===== src/common/isr_cfg.svh =====
`ifndef ISR_CFG_SVH
`define ISR_CFG_SVH
// Behaviour
// - Start/stop irq enables add flag events only in modes lacking them.
// - Ninth clock carries acknowledge; receiver pulls data low to accept.
// - Data level at the ninth rising clock lands in ack received status.
// - With hold enables, stretch before acknowledge; drive ack data value.
// - Buffer full or overflow set means not-acknowledge; overwrite alters.
// - Ack time status sets after eighth falling edge when addressed.
// - Ack time status works only with address or data hold enabled.
// - Four modes: 7/10-bit addressing, with or without start/stop irq.
// - Start/stop irq modes flag every start, restart and stop.
// - First byte after start compared to address; mismatch idles quietly.
// - Address mask qualifies every address compare.
// - 7-bit addressing ignores the read/write bit of the address byte.
// - 10-bit high byte matches 11110, address bits 2:1, then read/write.
// - After high byte ack, set update flag, hold clock for new address.
// - Low byte compared on eight bits; flag, update flag and hold anyway.
// - Writing the slave address clears the update-address flag.
// - 10-bit read needs prior full write match, then restart and high.
// - Matching write address clears read/write, buffers and acknowledges.
// - Interrupt flag sets per transferred byte until software clears it.
// - With clock stretch enable, hold clock after each acknowledged byte.
// - Reading the receive buffer clears the buffer-full flag.
// - Start sets start status; stop sets stop status and idles.
// - Start is data falling with clock high; stop is data rising.
// - Data changes while clock low, sampled on rising clock.
// - Restart resets the slave logic just like a start.

`define ISR_MODE_7BIT     4'h6
`define ISR_MODE_10BIT    4'h7
`define ISR_MODE_7BIT_SP  4'hE
`define ISR_MODE_10BIT_SP 4'hF
`define ISR_BITS_PER_BYTE 4'h8
`define ISR_TEN_HI_PREFIX 5'h1E
`define ISR_ADDR_RESET    8'h00
`define ISR_BUF_RESET     8'h00
`define ISR_ADDR_HI_MSB   2
`define ISR_ADDR_HI_LSB   1
`define ISR_SYNC_WIDTH    2
`define ISR_SYNC_SCL      0
`define ISR_SYNC_SDA      1
`endif


===== src/common/isr_pkg.sv =====
`include "isr_cfg.svh"
package isr_pkg;

  typedef enum logic [2:0] {
    ST_IDLE,
    ST_ADDR,
    ST_DATA,
    ST_ACK,
    ST_READ
  } isr_state_t;

  typedef struct packed {
    logic [3:0] port_mode_select;
    logic       start_irq_enable;
    logic       stop_irq_enable;
    logic       address_hold_enable;
    logic       data_hold_enable;
    logic       buffer_overwrite_enable;
    logic       clock_stretch_enable;
    logic       ack_data_value;
    logic [7:0] address_mask;
  } isr_ctrl_t;

  typedef struct packed {
    logic [7:0] receive_buffer;
    logic [7:0] slave_address_reg;
    logic       buffer_full_flag;
    logic       receive_overflow_flag;
    logic       port_interrupt_flag;
    logic       ack_time_status;
    logic       ack_received_status;
    logic       update_address_flag;
    logic       start_status;
    logic       stop_status;
    logic       read_write_status;
    logic       data_address_status;
    logic       clock_release_bit;
  } isr_status_t;

endpackage


===== src/design/isr_slave.sv =====
`timescale 1ns/10ps
`include "isr_cfg.svh"
module isr_slave
(
  input  wire logic                 MCLK,
  input  wire logic                 RST_N,
  input  wire logic                 SCL_I,
  output logic                      SCL_O,
  output logic                      SCL_OE,
  input  wire logic                 SDA_I,
  output logic                      SDA_O,
  output logic                      SDA_OE,
  input  wire isr_pkg::isr_ctrl_t   CTRL,
  input  wire logic [7:0]           SLAVE_ADDR_WDATA,
  input  wire logic                 SLAVE_ADDR_WE,
  input  wire logic                 CLOCK_RELEASE_SET,
  input  wire logic                 IRQ_FLAG_CLR,
  input  wire logic                 BUF_READ,
  input  wire logic                 OVERFLOW_CLR,
  output isr_pkg::isr_status_t      STATUS
);

  logic               rst_meta_q;
  logic               rst_n_q;
  logic [1:0]         line_lvl;
  logic [1:0]         line_rise;
  logic [1:0]         line_fall;
  logic               scl_lvl;
  logic               sda_lvl;
  logic               scl_rise;
  logic               scl_fall;
  logic               start_det;
  logic               stop_det;

  isr_pkg::isr_state_t state_q, state_d;
  logic [3:0]         cnt_q, cnt_d;
  logic [7:0]         shift_q, shift_d;
  logic [7:0]         buf_q, buf_d;
  logic [7:0]         addr_q, addr_d;
  logic               bf_q, bf_d;
  logic               ov_q, ov_d;
  logic               if_q, if_d;
  logic               ackt_q, ackt_d;
  logic               ack_received_status_q, ack_received_status_d;
  logic               ua_q, ua_d;
  logic               ua_hold_q, ua_hold_d;
  logic               start_q, start_d;
  logic               stop_q, stop_d;
  logic               rw_q, rw_d;
  logic               da_q, da_d;
  logic               ckp_q, ckp_d;
  logic               fully_q, fully_d;
  logic               lo_phase_q, lo_phase_d;
  logic               ack_drive_q, ack_drive_d;
  logic               hold_wait_q, hold_wait_d;
  logic               nack_q, nack_d;
  logic               is_addr_q, is_addr_d;
  logic               read_q, read_d;

  function automatic logic mode_valid(input logic [3:0] m);
    return (m == `ISR_MODE_7BIT) || (m == `ISR_MODE_10BIT) ||
           (m == `ISR_MODE_7BIT_SP) || (m == `ISR_MODE_10BIT_SP);
  endfunction

  function automatic logic mode_ten(input logic [3:0] m);
    return (m == `ISR_MODE_10BIT) || (m == `ISR_MODE_10BIT_SP);
  endfunction

  function automatic logic mode_sp(input logic [3:0] m);
    return (m == `ISR_MODE_7BIT_SP) || (m == `ISR_MODE_10BIT_SP);
  endfunction

  // Masked compare over the selected bit positions
  function automatic logic masked_eq(input logic [7:0] a,
                                     input logic [7:0] b,
                                     input logic [7:0] mask,
                                     input logic [7:0] sel);
    return (((a ^ b) & mask & sel) == 8'h00);
  endfunction

  // Reset release through two flops
  always_ff @(posedge MCLK or negedge RST_N)
  begin
    if (!RST_N)
    begin
      rst_meta_q <= 1'b0;
      rst_n_q    <= 1'b0;
    end
    else
    begin
      rst_meta_q <= 1'b1;
      rst_n_q    <= rst_meta_q;
    end
  end

  isr_sync #(
    .N (`ISR_SYNC_WIDTH)
  ) u_sync (
    .clk   (MCLK),
    .rst_n (rst_n_q),
    .din   ({SDA_I, SCL_I}),
    .lvl   (line_lvl),
    .rise  (line_rise),
    .fall  (line_fall)
  );

  assign scl_lvl   = line_lvl[`ISR_SYNC_SCL];
  assign sda_lvl   = line_lvl[`ISR_SYNC_SDA];
  assign scl_rise  = line_rise[`ISR_SYNC_SCL];
  assign scl_fall  = line_fall[`ISR_SYNC_SCL];
  assign start_det = scl_lvl & line_fall[`ISR_SYNC_SDA];
  assign stop_det  = scl_lvl & line_rise[`ISR_SYNC_SDA];

  always_comb
  begin
    logic       ten;
    logic       sp_irq;
    logic       match;
    logic       lo_miss;
    logic       rwbit;
    logic       hold;
    logic       blocked;
    logic [7:0] hi_pat;
    ten     = mode_ten(CTRL.port_mode_select);
    sp_irq  = mode_sp(CTRL.port_mode_select);
    match   = 1'b0;
    lo_miss = 1'b0;
    rwbit   = 1'b0;
    hold    = 1'b0;
    blocked = ov_q | (bf_q & ~CTRL.buffer_overwrite_enable);
    hi_pat  = {`ISR_TEN_HI_PREFIX,
               addr_q[`ISR_ADDR_HI_MSB:`ISR_ADDR_HI_LSB], 1'b0};

    state_d     = state_q;
    cnt_d       = cnt_q;
    shift_d     = shift_q;
    buf_d       = buf_q;
    addr_d      = addr_q;
    bf_d        = bf_q;
    ov_d        = ov_q;
    if_d        = if_q;
    ackt_d      = ackt_q;
    ack_received_status_d   = ack_received_status_q;
    ua_d        = ua_q;
    ua_hold_d   = ua_hold_q;
    start_d     = start_q;
    stop_d      = stop_q;
    rw_d        = rw_q;
    da_d        = da_q;
    ckp_d       = ckp_q;
    fully_d     = fully_q;
    lo_phase_d  = lo_phase_q;
    ack_drive_d = ack_drive_q;
    hold_wait_d = hold_wait_q;
    nack_d      = nack_q;
    is_addr_d   = is_addr_q;
    read_d      = read_q;

    // Software actions first so hardware sets win
    if (IRQ_FLAG_CLR)
      if_d = 1'b0;
    if (BUF_READ)
      bf_d = 1'b0;
    if (OVERFLOW_CLR)
      ov_d = 1'b0;
    if (CLOCK_RELEASE_SET)
      ckp_d = 1'b1;
    if (SLAVE_ADDR_WE)
    begin
      addr_d    = SLAVE_ADDR_WDATA;
      ua_d      = 1'b0;
      ua_hold_d = 1'b0;
    end

    if (start_det)
    begin
      // Restart behaves exactly like start
      start_d     = 1'b1;
      stop_d      = 1'b0;
      state_d     = isr_pkg::ST_ADDR;
      cnt_d       = 4'h0;
      lo_phase_d  = 1'b0;
      ack_drive_d = 1'b0;
      hold_wait_d = 1'b0;
      ackt_d      = 1'b0;
      ckp_d       = 1'b1;
      if (sp_irq || CTRL.start_irq_enable)
        if_d = 1'b1;
    end
    else if (stop_det)
    begin
      stop_d      = 1'b1;
      start_d     = 1'b0;
      state_d     = isr_pkg::ST_IDLE;
      fully_d     = 1'b0;
      lo_phase_d  = 1'b0;
      ack_drive_d = 1'b0;
      hold_wait_d = 1'b0;
      ackt_d      = 1'b0;
      ckp_d       = 1'b1;
      if (sp_irq || CTRL.stop_irq_enable)
        if_d = 1'b1;
    end
    else
    begin
      case (state_q)
        isr_pkg::ST_ADDR, isr_pkg::ST_DATA:
        begin
          if (scl_rise && cnt_q < `ISR_BITS_PER_BYTE)
          begin
            shift_d = {shift_q[6:0], sda_lvl};
            cnt_d   = cnt_q + 4'h1;
          end
          else if (scl_fall && cnt_q == `ISR_BITS_PER_BYTE)
          begin
            if (state_q == isr_pkg::ST_ADDR)
            begin
              rwbit = shift_q[0];
              if (!ten)
                match = masked_eq(shift_q, addr_q, CTRL.address_mask,
                                  8'hFE);
              else if (!lo_phase_q)
                match = masked_eq(shift_q, hi_pat, CTRL.address_mask,
                                  8'hFE) & (~rwbit | fully_q);
              else
              begin
                match   = masked_eq(shift_q, addr_q, CTRL.address_mask,
                                    8'hFF);
                lo_miss = ~match;
                rwbit   = 1'b0;
              end
              hold = CTRL.address_hold_enable;
            end
            else
            begin
              match = 1'b1;
              hold  = CTRL.data_hold_enable;
            end
            if (!match && !lo_miss)
              state_d = isr_pkg::ST_IDLE;
            else
            begin
              state_d   = isr_pkg::ST_ACK;
              is_addr_d = (state_q == isr_pkg::ST_ADDR);
              read_d    = (state_q == isr_pkg::ST_ADDR) & rwbit;
              if (state_q == isr_pkg::ST_ADDR)
              begin
                rw_d = rwbit;
                da_d = 1'b0;
              end
              else
                da_d = 1'b1;
              nack_d = lo_miss | blocked;
              if (blocked && bf_q)
                ov_d = 1'b1;
              if (!blocked && !lo_miss)
              begin
                buf_d = shift_q;
                bf_d  = 1'b1;
              end
              ackt_d = hold & ~lo_miss;
              if (hold && !lo_miss)
              begin
                ckp_d       = 1'b0;
                if_d        = 1'b1;
                hold_wait_d = 1'b1;
                ack_drive_d = 1'b0;
              end
              else
                ack_drive_d = ~(lo_miss | blocked);
            end
          end
        end
        isr_pkg::ST_ACK:
        begin
          if (hold_wait_q)
          begin
            if (ckp_q)
            begin
              hold_wait_d = 1'b0;
              nack_d      = CTRL.ack_data_value;
              ack_drive_d = ~CTRL.ack_data_value;
            end
          end
          else if (scl_rise)
            ack_received_status_d = sda_lvl;
          else if (scl_fall)
          begin
            ack_drive_d = 1'b0;
            ackt_d      = 1'b0;
            cnt_d       = 4'h0;
            if (is_addr_q && lo_phase_q)
            begin
              if_d       = 1'b1;
              ua_d       = 1'b1;
              ua_hold_d  = 1'b1;
              lo_phase_d = 1'b0;
              fully_d    = ~nack_q;
              state_d    = nack_q ? isr_pkg::ST_IDLE : isr_pkg::ST_DATA;
              if (!nack_q && CTRL.clock_stretch_enable)
                ckp_d = 1'b0;
            end
            else if (nack_q)
              state_d = isr_pkg::ST_IDLE;
            else
            begin
              if_d = 1'b1;
              if (read_q)
              begin
                ckp_d   = 1'b0;
                state_d = isr_pkg::ST_READ;
              end
              else if (ten && is_addr_q)
              begin
                ua_d       = 1'b1;
                ua_hold_d  = 1'b1;
                lo_phase_d = 1'b1;
                state_d    = isr_pkg::ST_ADDR;
              end
              else
              begin
                state_d = isr_pkg::ST_DATA;
                if (CTRL.clock_stretch_enable)
                  ckp_d = 1'b0;
              end
            end
          end
        end
        isr_pkg::ST_READ:
        begin
          // Transmit side sits elsewhere; stay until start or stop
        end
        isr_pkg::ST_IDLE:
        begin
        end
        default:
          state_d = isr_pkg::ST_IDLE;
      endcase
    end

    if (!mode_valid(CTRL.port_mode_select))
    begin
      state_d     = isr_pkg::ST_IDLE;
      ack_drive_d = 1'b0;
      hold_wait_d = 1'b0;
      ua_hold_d   = 1'b0;
    end
  end

  always_ff @(posedge MCLK or negedge rst_n_q)
  begin
    if (!rst_n_q)
    begin
      state_q     <= isr_pkg::ST_IDLE;
      cnt_q       <= 4'h0;
      shift_q     <= `ISR_BUF_RESET;
      buf_q       <= `ISR_BUF_RESET;
      addr_q      <= `ISR_ADDR_RESET;
      bf_q        <= 1'b0;
      ov_q        <= 1'b0;
      if_q        <= 1'b0;
      ackt_q      <= 1'b0;
      ack_received_status_q   <= 1'b0;
      ua_q        <= 1'b0;
      ua_hold_q   <= 1'b0;
      start_q     <= 1'b0;
      stop_q      <= 1'b0;
      rw_q        <= 1'b0;
      da_q        <= 1'b0;
      ckp_q       <= 1'b1;
      fully_q     <= 1'b0;
      lo_phase_q  <= 1'b0;
      ack_drive_q <= 1'b0;
      hold_wait_q <= 1'b0;
      nack_q      <= 1'b0;
      is_addr_q   <= 1'b0;
      read_q      <= 1'b0;
    end
    else
    begin
      state_q     <= state_d;
      cnt_q       <= cnt_d;
      shift_q     <= shift_d;
      buf_q       <= buf_d;
      addr_q      <= addr_d;
      bf_q        <= bf_d;
      ov_q        <= ov_d;
      if_q        <= if_d;
      ackt_q      <= ackt_d;
      ack_received_status_q   <= ack_received_status_d;
      ua_q        <= ua_d;
      ua_hold_q   <= ua_hold_d;
      start_q     <= start_d;
      stop_q      <= stop_d;
      rw_q        <= rw_d;
      da_q        <= da_d;
      ckp_q       <= ckp_d;
      fully_q     <= fully_d;
      lo_phase_q  <= lo_phase_d;
      ack_drive_q <= ack_drive_d;
      hold_wait_q <= hold_wait_d;
      nack_q      <= nack_d;
      is_addr_q   <= is_addr_d;
      read_q      <= read_d;
    end
  end

  // Open-drain: only ever pull low
  assign SCL_O  = 1'b0;
  assign SDA_O  = 1'b0;
  assign SCL_OE = ua_hold_q |
                  (~ckp_q & (state_q != isr_pkg::ST_IDLE));
  assign SDA_OE = ack_drive_q;

  assign STATUS.receive_buffer        = buf_q;
  assign STATUS.slave_address_reg     = addr_q;
  assign STATUS.buffer_full_flag      = bf_q;
  assign STATUS.receive_overflow_flag = ov_q;
  assign STATUS.port_interrupt_flag   = if_q;
  assign STATUS.ack_time_status       = ackt_q;
  assign STATUS.ack_received_status   = ack_received_status_q;
  assign STATUS.update_address_flag   = ua_q;
  assign STATUS.start_status          = start_q;
  assign STATUS.stop_status           = stop_q;
  assign STATUS.read_write_status     = rw_q;
  assign STATUS.data_address_status   = da_q;
  assign STATUS.clock_release_bit     = ckp_q;

endmodule


===== src/design/isr_sync.sv =====
`timescale 1ns/10ps
module isr_sync
#(
  parameter int N = 2
)
(
  input  wire logic         clk,
  input  wire logic         rst_n,
  input  wire logic [N-1:0] din,
  output logic      [N-1:0] lvl,
  output logic      [N-1:0] rise,
  output logic      [N-1:0] fall
);

  logic [N-1:0] meta_q;
  logic [N-1:0] sync_q;
  logic [N-1:0] prev_q;

  genvar g;
  generate
    for (g = 0; g < N; g++)
    begin : g_bit
      // Bus lines idle high
      always_ff @(posedge clk or negedge rst_n)
      begin
        if (!rst_n)
        begin
          meta_q[g] <= 1'b1;
          sync_q[g] <= 1'b1;
          prev_q[g] <= 1'b1;
        end
        else
        begin
          meta_q[g] <= din[g];
          sync_q[g] <= meta_q[g];
          prev_q[g] <= sync_q[g];
        end
      end
      assign lvl[g]  = sync_q[g];
      assign rise[g] = sync_q[g] & ~prev_q[g];
      assign fall[g] = ~sync_q[g] & prev_q[g];
    end
  endgenerate

endmodule


===== config.mk =====
export PLATFORM = sky130hd
export DESIGN_NAME = isr_slave
export DESIGN_NICKNAME = d
export VERILOG_FILES = /design/src/common/isr_pkg.sv /design/src/design/isr_slave.sv /design/src/design/isr_sync.sv
export VERILOG_INCLUDE_DIRS = /design/src /design/src/common
export SDC_FILE = /design/constraint.sdc
export NUM_CORES = 1
export LEC_CHECK = 0
export ABC_CLOCK_PERIOD_IN_PS = 2700
export BUFFER_PORTS_ARGS = -buffer_cell sky130_fd_sc_hd__buf_2
export CAP_MARGIN = 10
export CORE_MARGIN = 2
export CORE_UTILIZATION = 58
export CTS_CLUSTER_SIZE = 20
export DETAILED_ROUTE_END_ITERATION = 7
export GPL_TIMING_DRIVEN = 0
export PLACE_DENSITY = 0.84
export SYNTH_ARGS = -nofsm -noshare
export SYNTH_HDL_FRONTEND = slang
export SYNTH_SLANG_ARGS = --single-unit

===== constraint.sdc =====
create_clock -name MCLK -period 2.7 [get_ports MCLK]
set_input_delay 0.27 -clock MCLK [delete_from_list [all_inputs] [get_ports MCLK]]
set_output_delay 0.27 -clock MCLK [all_outputs]
set_load 0.01 [all_outputs]

# After elaboration in Yosys (flattened, before gate mapping)

Index checks and enable logic that the tools add are counted.

Flip-flop bits (word level): 58
Bits of input ports: 36
Output and inout bits: 31

$add $sub $neg: 1
Order comparisons: 1
Equality and inequality tests: 43
Multiplexer cells: 179
Bitwise operators: 36
Reduce and logical (&&, ||, !) cells: 50

Operator list:

| operator           | number |
|---|---|
| $mux 1             | 151 |
| $ne 5x5->1 const B | 7 |
| $reduce_and 7->1   | 5 |
| $mux 3             | 11 |
| $ne 4x4->1 const B | 7 |
| $logic_not 8->1    | 3 |
| $mux 4             | 6 |
| $reduce_and 6->1   | 4 |
| $ne 6x6->1 const B | 3 |
| $not 1->1          | 17 |
| $and 8x8->8        | 2 |
| $xor 8x8->8        | 2 |
| $ne 3x3->1 const B | 5 |
| $ne 2x2->1 const B | 7 |
| $eq 4x4->1 const B | 3 |
| $pmux 1 s2         | 6 |
| $reduce_bool 3->1  | 4 |
| $and 1x1->1        | 11 |
| $reduce_and 5->1   | 2 |
| $reduce_bool 2->1  | 5 |
| $logic_and 1x1->1  | 9 |
| $pmux 3 s3         | 1 |
| $eq 4x3->1 const B | 2 |
| $ne 4x3->1 const B | 2 |
| 18 further kinds   | 35 |

# Logic depth before layout (Yosys ltp)

Gate-level depths: netlist of the first run.

Word-level depth: 22
Gate-level depth with buffers: 8

# Hierarchy

From an unflattened synthesis of the first run, not the netlist that was laid out.

Cell total of the unflattened synthesis: 292
Area total of the unflattened synthesis: 3,060.4 µm²

Modules (own cells, without submodules):

| module    | times used | cells an instance | area each (µm²) | seq. area each (µm²) |
|---|---|---|---|---|
| isr_slave | 1          | 282               | 2,867.8         | 1,302.5 |
| isr_sync  | 1          | 10                | 192.7           | 157.7 |

# Worst setup path after synthesis of the first run

OpenSTA, ideal clock, no wires.

Kind: register to register
Start point: reg addr_q[3]
End point: reg is_addr_q
Setup time: 127 ps
Arrival time: 1,993 ps
Slack: 580 ps
Cell stages (with the launch flop): 7
Clock period less this slack: 2,120 ps
Path through: dfrtp_1 > xor2_1 > a222oi_1 > nand3_1 > a32oi_2 > and2_2 > mux2_1

Cells in the longest elaborated chain, start to end: 16

RTL lines:

| item                           | RTL line         | source |
|---|---|---|
| start, declared                | isr_slave.sv:39  | `logic [7:0] addr_q, addr_d;` |
| start signal, assigned         | isr_slave.sv:358 | `` addr_q <= `ISR_ADDR_RESET; `` |
| start signal, assigned         | isr_slave.sv:385 | `addr_q <= addr_d;` |
| $xor 8x8->8 (*)                | isr_slave.sv:78  | `return (((a ^ b) & mask & sel) == 8'h00);` |
| $and 8x8->8 (*)                | isr_slave.sv:78  |  |
| $logic_not 8->1                | isr_slave.sv:78  |  |
| $not 1->1                      | isr_slave.sv:229 | `lo_miss = ~match;` |
| $mux 1                         | isr_slave.sv:222 | `else if (!lo_phase_q)` |
| $mux 1                         | isr_slave.sv:219 | `if (!ten)` |
| $mux 1                         | isr_slave.sv:216 | `if (state_q == isr_pkg::ST_ADDR)` |
| $mux 1                         | isr_slave.sv:214 | `` else if (scl_fall && cnt_q == `ISR_BITS_PER_BYTE) `` |
| $mux 1                         | isr_slave.sv:209 | `` if (scl_rise && cnt_q < `ISR_BITS_PER_BYTE) `` |
| $mux 1                         | isr_slave.sv:206 | `case (state_q)` |
| $mux 1                         | isr_slave.sv:190 | `else if (stop_det)` |
| $mux 1                         | isr_slave.sv:175 | `if (start_det)` |
| $logic_not 1->1                | isr_slave.sv:239 | `if (!match && !lo_miss)` |
| $logic_and 1x1->1 (*)          | isr_slave.sv:239 |  |
| $not 1->1 (no line) (*)        | -                |  |
| $reduce_and 6->1 (no line) (*) | -                |  |
| end signal, assigned           | isr_slave.sv:403 | `is_addr_q <= is_addr_d;` |
| end, declared                  | isr_slave.sv:57  | `logic is_addr_q, is_addr_d;` |

Every way passes the cells marked *; elsewhere a longest branch is shown, timed or not. The select of a mux whose other input is x is not followed.
A chain may end at the register's enable or synchronous reset.

# Worst setup path after layout of the first run

Start point: reg shift_q[2]
End point: reg is_addr_q

Cells in the longest elaborated chain, start to end: 16

RTL lines:

| item                                            | RTL line                           | source |
|---|---|---|
| start, declared                                 | isr_slave.sv:37                    | `logic [7:0] shift_q, shift_d;` |
| start signal, assigned                          | isr_slave.sv:356                   | `` shift_q <= `ISR_BUF_RESET; `` |
| start signal, assigned                          | isr_slave.sv:383                   | `shift_q <= shift_d;` |
| $xor 8x8->8                                     | isr_slave.sv:78                    |  |
| $and 8x8->8                                     | isr_slave.sv:78                    |  |
| $logic_not 8->1                                 | isr_slave.sv:78                    |  |
| $and 1x1->1 / $not 1->1 (equally long branches) | isr_slave.sv:224, isr_slave.sv:229 |  |
| $mux 1                                          | isr_slave.sv:222                   |  |
| $mux 1                                          | isr_slave.sv:219                   |  |
| $mux 1                                          | isr_slave.sv:216                   |  |
| $mux 1                                          | isr_slave.sv:214                   |  |
| $mux 1                                          | isr_slave.sv:209                   |  |
| $mux 1                                          | isr_slave.sv:206                   |  |
| $mux 1                                          | isr_slave.sv:190                   |  |
| $mux 1                                          | isr_slave.sv:175                   |  |
| $logic_not 1->1                                 | isr_slave.sv:239                   |  |
| $logic_and 1x1->1 (*)                           | isr_slave.sv:239                   |  |
| $not 1->1 (no line) (*)                         | -                                  |  |
| $reduce_and 6->1 (no line) (*)                  | -                                  |  |

Marked as above.

==> impl_results.md, run 1 <==
* Final GP Congestion at 0.933
* Cell Pwr Density at between 500 and 600 mW/mm²
* Starting Density at 60.2%
* Max-Cap Viols at 0
* Post-CTS Setup Inserts at 0
* Clock Skews at 0.00934 ns
* Multi-input logic area at 0.00144 mm²
* Critical path class: register to register
* Post-DP HPWL at 5220 µm
* Primary FF master, synth: dfrtp_1
* Post-synth ARST share at 100%
* Total Nets Final at a little over 400
* Non-filler cells, final at 442
* First-pass GRT wire length at 11800 µm
* Synth-to-Final Area Change at 19.3%
* Fmax at 404 MHz
* Synth Register Bits at 58
* Die H at 76.8 µm
* Share of cells above drive strength 1 at 37.9%
* Root Driver: clkbuf_8
* Clk sinks at 58
* Via Count at approximately 2500
* Worst Hold Class: input port to register
* CTS buffer count at 9
* Worst Path Arrival at 2.70 ns
* CTS clk-pin slew, worst paths at 0.07 ns
* First DRT Iteration DRCs at 195
* Die W at 76.8 µm
* DP Cell Count at 425
* # diodes at 0
* Setup TNS at 0 ns
* Pre-antenna DRT Iters at 5
* Peak supply drop at 386 µV
* Outcome: completed
* Register Area at around 0.0015 mm²
* Critical path endpoint category: register
* DRC at 0
* Crit-path max FO at 8
* Syn Area/Cell at approximately 11 µm²
* Post-route ant nets at 0
* Netlist cell types at 62
* Largest net degree at the start of global routing at 42
* Row Count at 26
* Core box area at 0.00511 mm²
* Final Slew Violations at 0
* Part of the cycle the worst path needs at 91.6%
* Hold WS at ~0.030 ns
* Post-Syn Area at 0.00308 mm²
* Cells after synthesis at 290
* Crit start category: register
* Most frequent cells in the layout: buf_2 (67), dfrtp_1 (50), o21ai_0 (21), nor2_1 (18)
* Final hold viol count at 0
* Final setup fails at 0
* Synth warn at 0
* Wirelength per Cell at 16.2 µm
* # fillers at 385
* Worst-margin pin slew at between 0.6 and 0.7 ns
* Clock Latency Late Sink at 0.34 ns
* Post-synth EDFFs at 0
* GRT Overall Usage at 25.9%
* Leak at 1.78 nW
* I/O pin count at 67
* # port buffers at 63
* Die ar. at 0.00590 mm²
* Routed WL at 7180 µm
* Max-slew headroom at 58.9%
* Fin crit period at about 2.5 ns
* Vias per cell at approximately 5.6
* RSZ-0062 raised after global routing: no
* Register area share after synthesis at 47.5%
* Clock tree from TritonCTS: done
* H-tree depth at 3
* Grt ovf at 0
* Bufs on Longest Clock Path at 2
* Worst EP required at 2.93 ns
* Antenna violations before repair at 0
* Setup slack, reg-to-reg at 0.23 ns
* Most common cell after layout, fill and taps aside: buf_2
* Number of global-route vias before repair at between 2000 and 2500
==> stage by stage <==
| step | utilization, % | setup slack [ns] | total power [W] | cell area [µm²] |
|---|---|---|---|---|
| global placement | 68.2 | 0.300 | 0.00119 | 3480 |
| global route | 71.9 | 0.0867 | 0.00194 | 3670 |
| finish | 71.9 | 0.226 | 0.00186 | 3670 |
| detailed placement | 68.6 | 0.262 | 0.00121 | 3500 |
| floorplan | - | 0.580 | 0.00111 | 3080 |
| CTS | 71.9 | 0.241 | 0.00187 | 3670 |
==> worst max-delay path, cell delays in order, from the launching register on <==
cell	delay, ns
dfrtp_1	0.43
xor2_1	0.16
a22oi_1	0.42
nand3_1	0.26
a32oi_2	0.51
and2_2	0.27
mux2_1	0.32
==> what timing repair did <==
item	CTS	global route
endpoints found under the hold margin	2	0
hold buffers	1	0
setup endpoints to repair	0	0
gates resized for setup	0	0
==> where the power goes <==
group          internal (W)  switching (W)  leakage [nW]  total (W)
Sequential         0.000914      0.0000510         0.734   0.000965
Combinational      0.000107       0.000120         0.963   0.000227
Clock              0.000327       0.000344        0.0839   0.000671
Total               0.00135       0.000515          1.78    0.00186
==> sequential cells by signal, summed over array words and instances (netlist names), 2 cells and up <==
name / flops
u_sync.prev_q: 2
cnt_q: 4
shift_q: 8
buf_q: 8
u_sync.lvl: 2
addr_q: 8
u_sync.meta_q: 2
state_q: 3
==> final timing paths <==
kind | cells after the start | endpoint | start
worst max-delay path | 6 | is_addr_q | shift_q[2]
worst min-delay path | 1 | u_sync.meta_q[0] | SCL_I
worst max register to register | 6 | is_addr_q | shift_q[2]
worst min register to register | 0 | addr_q[0] | rst_n_q
max in group asynchronous | 1 | u_sync.prev_q[1] | rst_n_q
min in group asynchronous | 0 | addr_q[0] | rst_n_q
==> routing by layer <==
metal,wire length (µm),vias to the layer above,GRT usage (%)
met5,0,-,0
met4,139,0,9.64
met3,436,12,6.94
met2,3400,93,40.6
met1,3210,1189,34.6
li1,-,1196,-
==> cells in the mapped netlist (2+ instances only) <==
library cell	instances	share of area, %
nand2_1	17	2.1
nand4_1	3	0.61
o21ai_0	21	3.4
a22oi_1	3	0.73
o2bb2ai_1	2	0.57
a41oi_1	2	0.57
xor2_1	8	2.3
nand3_1	10	1.6
nor4b_1	2	0.57
dfrtp_1	51	41
nand3b_1	2	0.49
o21ai_1	2	0.33
ha_1	2	0.81
mux2_2	16	5.9
clkbuf_1	2	0.24
buf_2	4	0.65
conb_1	2	0.24
buf_4	13	3.2
or4b_2	2	0.65
mux2_1	2	0.73
mux2i_1	3	0.98
a21oi_1	17	2.8
a31oi_1	3	0.61
nor3_1	2	0.33
o22ai_1	4	0.81
nand2b_1	4	0.81
a22o_1	4	1.1
inv_1	14	1.7
nand4bb_1	2	0.73
nor2b_1	8	1.6
dfstp_2	7	6.0
nor2_1	18	2.2
a311oi_1	2	0.57
mux2_4	8	3.9
==> kinds of logic after synthesis <==
group,Yosys count,share of synthesized area [%]
XOR/XNOR,8,2.28
flip-flops,58,47.5
other,2,0.244
AO/OA/AOI/OAI,76,16.8
buffers and inverters,33,5.77
adder cells (fa/ha/maj),2,0.813
AND/OR/NAND/NOR,82,15.2
multiplexers,29,11.5
==> final cells by class <==
type	instances	area share, %
Buffer	19	3.41
Clock buffer	12	3.68
Clock inverter	4	0.546
Inverter	14	1.43
Multi-Input combinational cell	200	39.3
Sequential cell	58	39.8
Tap cell	70	2.39
Timing Repair Buffer	65	9.41
No activity file was read; power rests on OpenSTA's default activity.
==> run 2, diff against run 1 <==
--- a/config.mk
+++ b/config.mk
@@ -14,7 +14,7 @@
 export CTS_CLUSTER_SIZE = 20
 export DETAILED_ROUTE_END_ITERATION = 7
 export GPL_TIMING_DRIVEN = 0
-export PLACE_DENSITY = 0.84
+export PLACE_DENSITY = 0.95
 export SYNTH_ARGS = -nofsm -noshare
 export SYNTH_HDL_FRONTEND = slang
 export SYNTH_SLANG_ARGS = --single-unit
==> impl_results.md, run 2 (synthesis gave the netlist of run 1 again) <==
* DRC at 0
* Critical path endpoint category: register
* Leak at approximately 1.8 nW
* Wirelength per Cell at 17.0 µm
* CTS buffer count at 9
* Number of global-route vias before repair at 2582
* Largest net degree at the start of global routing at 43
* Internal at 0.00149 W
* Clock tree from TritonCTS: done
* Hold_sp: SCL_I
* Post-route ant nets at 0
* Crit-path max cell delay at 0.50 ns
* I/O pin count at 67
* RSZ-0062 raised after global routing: no
* Clk sinks at slightly below 60
* Pre-antenna DRT Iters at 4
* Via Count at 2574
* Total Nets Final at 405
* Crit start category: register
* Post-CTS Setup Inserts at 0
* # diodes at 0
* Final instance area at 0.00372 mm²
* Worst setup path startpoint: shift_q[3]
* # resized after CTS at 0
* Top Registers: addr_q x8, buf_q x8, shift_q x8
* H-tree depth at 3
* Outcome: completed
* Crit-path max FO at 8
* # port buffers at 63
* Clock Latency Late Sink at 0.34 ns
* CTS Hold Bufs at 1
* Power Total at 0.00202 W
* Die ar. at 0.00590 mm²
* Worst-margin pin slew at 0.582 ns
* Final GP Congestion at 0.934
* Vias per cell at slightly below 6
* Synth-to-Final Area Change at 20.9%
* Worst EP required at 2.93 ns
* Die H at around 77 µm
* Max-slew headroom at 61.0%
* Logic gate share of total power at 11.5%
* Share of cells above drive strength 1 at around 39%
* Fmax at roughly 400 MHz
* Clock Skews at around 0.0086 ns
* Peak supply drop at 455 µV
* Worst Hold Class: input port to register
* Crit-path cells: xor2_1, a222oi_1, nand3_1, a32oi_2, and2_2, mux2_1
* Row Count at 26
* Final setup fails at 0
* Fin crit period at 2.53 ns
* Sw frac at 26.1%
* Bufs on Longest Clock Path at 2
* WP buf/inv at 0
* Switch Pwr at approximately 0.00053 W
* Antenna violations before repair at 0
* Cell Pwr Density at 543 mW/mm²
* Starting Density at 60.2%
* Routed WL at roughly 7500 µm
* Root Driver: clkbuf_8
* Core box area at approximately 0.0051 mm²
* GRT Overall Usage at 27.8%
* CP delay by family, top: compound AO/OA/AOI/OAI gates
* Sequential Power Share at between 40 and 50%
* Reg2reg start: shift_q[3]
* Post-DP HPWL at 5670 µm
* Most frequent cells in the layout: buf_2 (67), dfrtp_1 (50), o21ai_0 (21), nor2_1 (18)
* Worst Path Arrival at approximately 2.8 ns
* Die W at 76.8 µm
* CTS clk-pin slew, worst paths at 0.07 ns
* Grt ovf at 0
* First-pass GRT wire length at 12700 µm
* First DRT Iteration DRCs at 143
* Clock network fraction of design power at about two fifths
* Final Slew Violations at 0
* Placed instance area at between 0.003 and 0.004 mm²
* Critical path class: register to register
* Part of the cycle the worst path needs at 93.7%
* Most common cell after layout, fill and taps aside: buf_2
* Setup TNS at 0 ns
* Final hold viol count at 0
* CP max-delay cell: a222oi_1
* Max-Cap Viols at 0
==> run 2: cell type report <==
type	count	area, µm²
fillers	386	1390
repair buffers	65	345
flip-flops and latches	58	1460
well taps	70	87.6
clock inverters	5	52.6
multi-input cells	200	1440
clock buffers	11	151
plain buffers	19	125
inverters	14	52.6
==> run 2: path summary, 6_finish.rpt <==
kind,endpoint,slack (ns),cells past startpoint
hold / removal,u_sync.meta_q[0],0.03,1
min in group asynchronous,cnt_q[0],0.18,0
max in group asynchronous,ckp_q,1.94,1
setup / recovery,is_addr_q,0.17,6
setup reg to reg,is_addr_q,0.17,6
hold reg to reg,cnt_q[0],0.18,0
==> run 2: worst register-to-register path: stages (launching register included) <==
cell	delay (ns)
dfrtp_1	0.46
xor2_1	0.19
a222oi_1	0.50
nand3_1	0.24
a32oi_2	0.44
and2_2	0.27
mux2_1	0.32
==> run 2: metrics by stage <==
step	setup slack, ns	utilization [%]	hold WS (ns)	std cells
after floorplan	0.580	-	-0.0256	291
after global placement	0.311	68.2	0.0549	424
after detailed placement	0.229	68.6	0.0576	425
after CTS	0.209	72.8	0.0220	442
after global routing	0.0392	72.8	0.0202	442
final	0.171	72.8	0.0275	442
==> run 2: power groups by stage <==
stage	Sequential (W)	Clock (W)	Combinational (W)
floorplan	0.000979	0	0.000131
global placement	0.000988	0	0.000203
detailed placement	0.000980	0	0.000229
CTS	0.000964	0.000828	0.000232
global route	0.000971	0.000872	0.000258
finish	0.000964	0.000823	0.000232
==> run 2: metal layers <==
layer / vias up / part of all wire, % / GRT usage [%]
li1: 1195 / - / -
met1: 1254 / 40 / 35.4
met2: 102 / 50 / 45.7
met3: 23 / 7.0 / 6.00
met4: 0 / 3.0 / 12.2
met5: - / 0 / 0
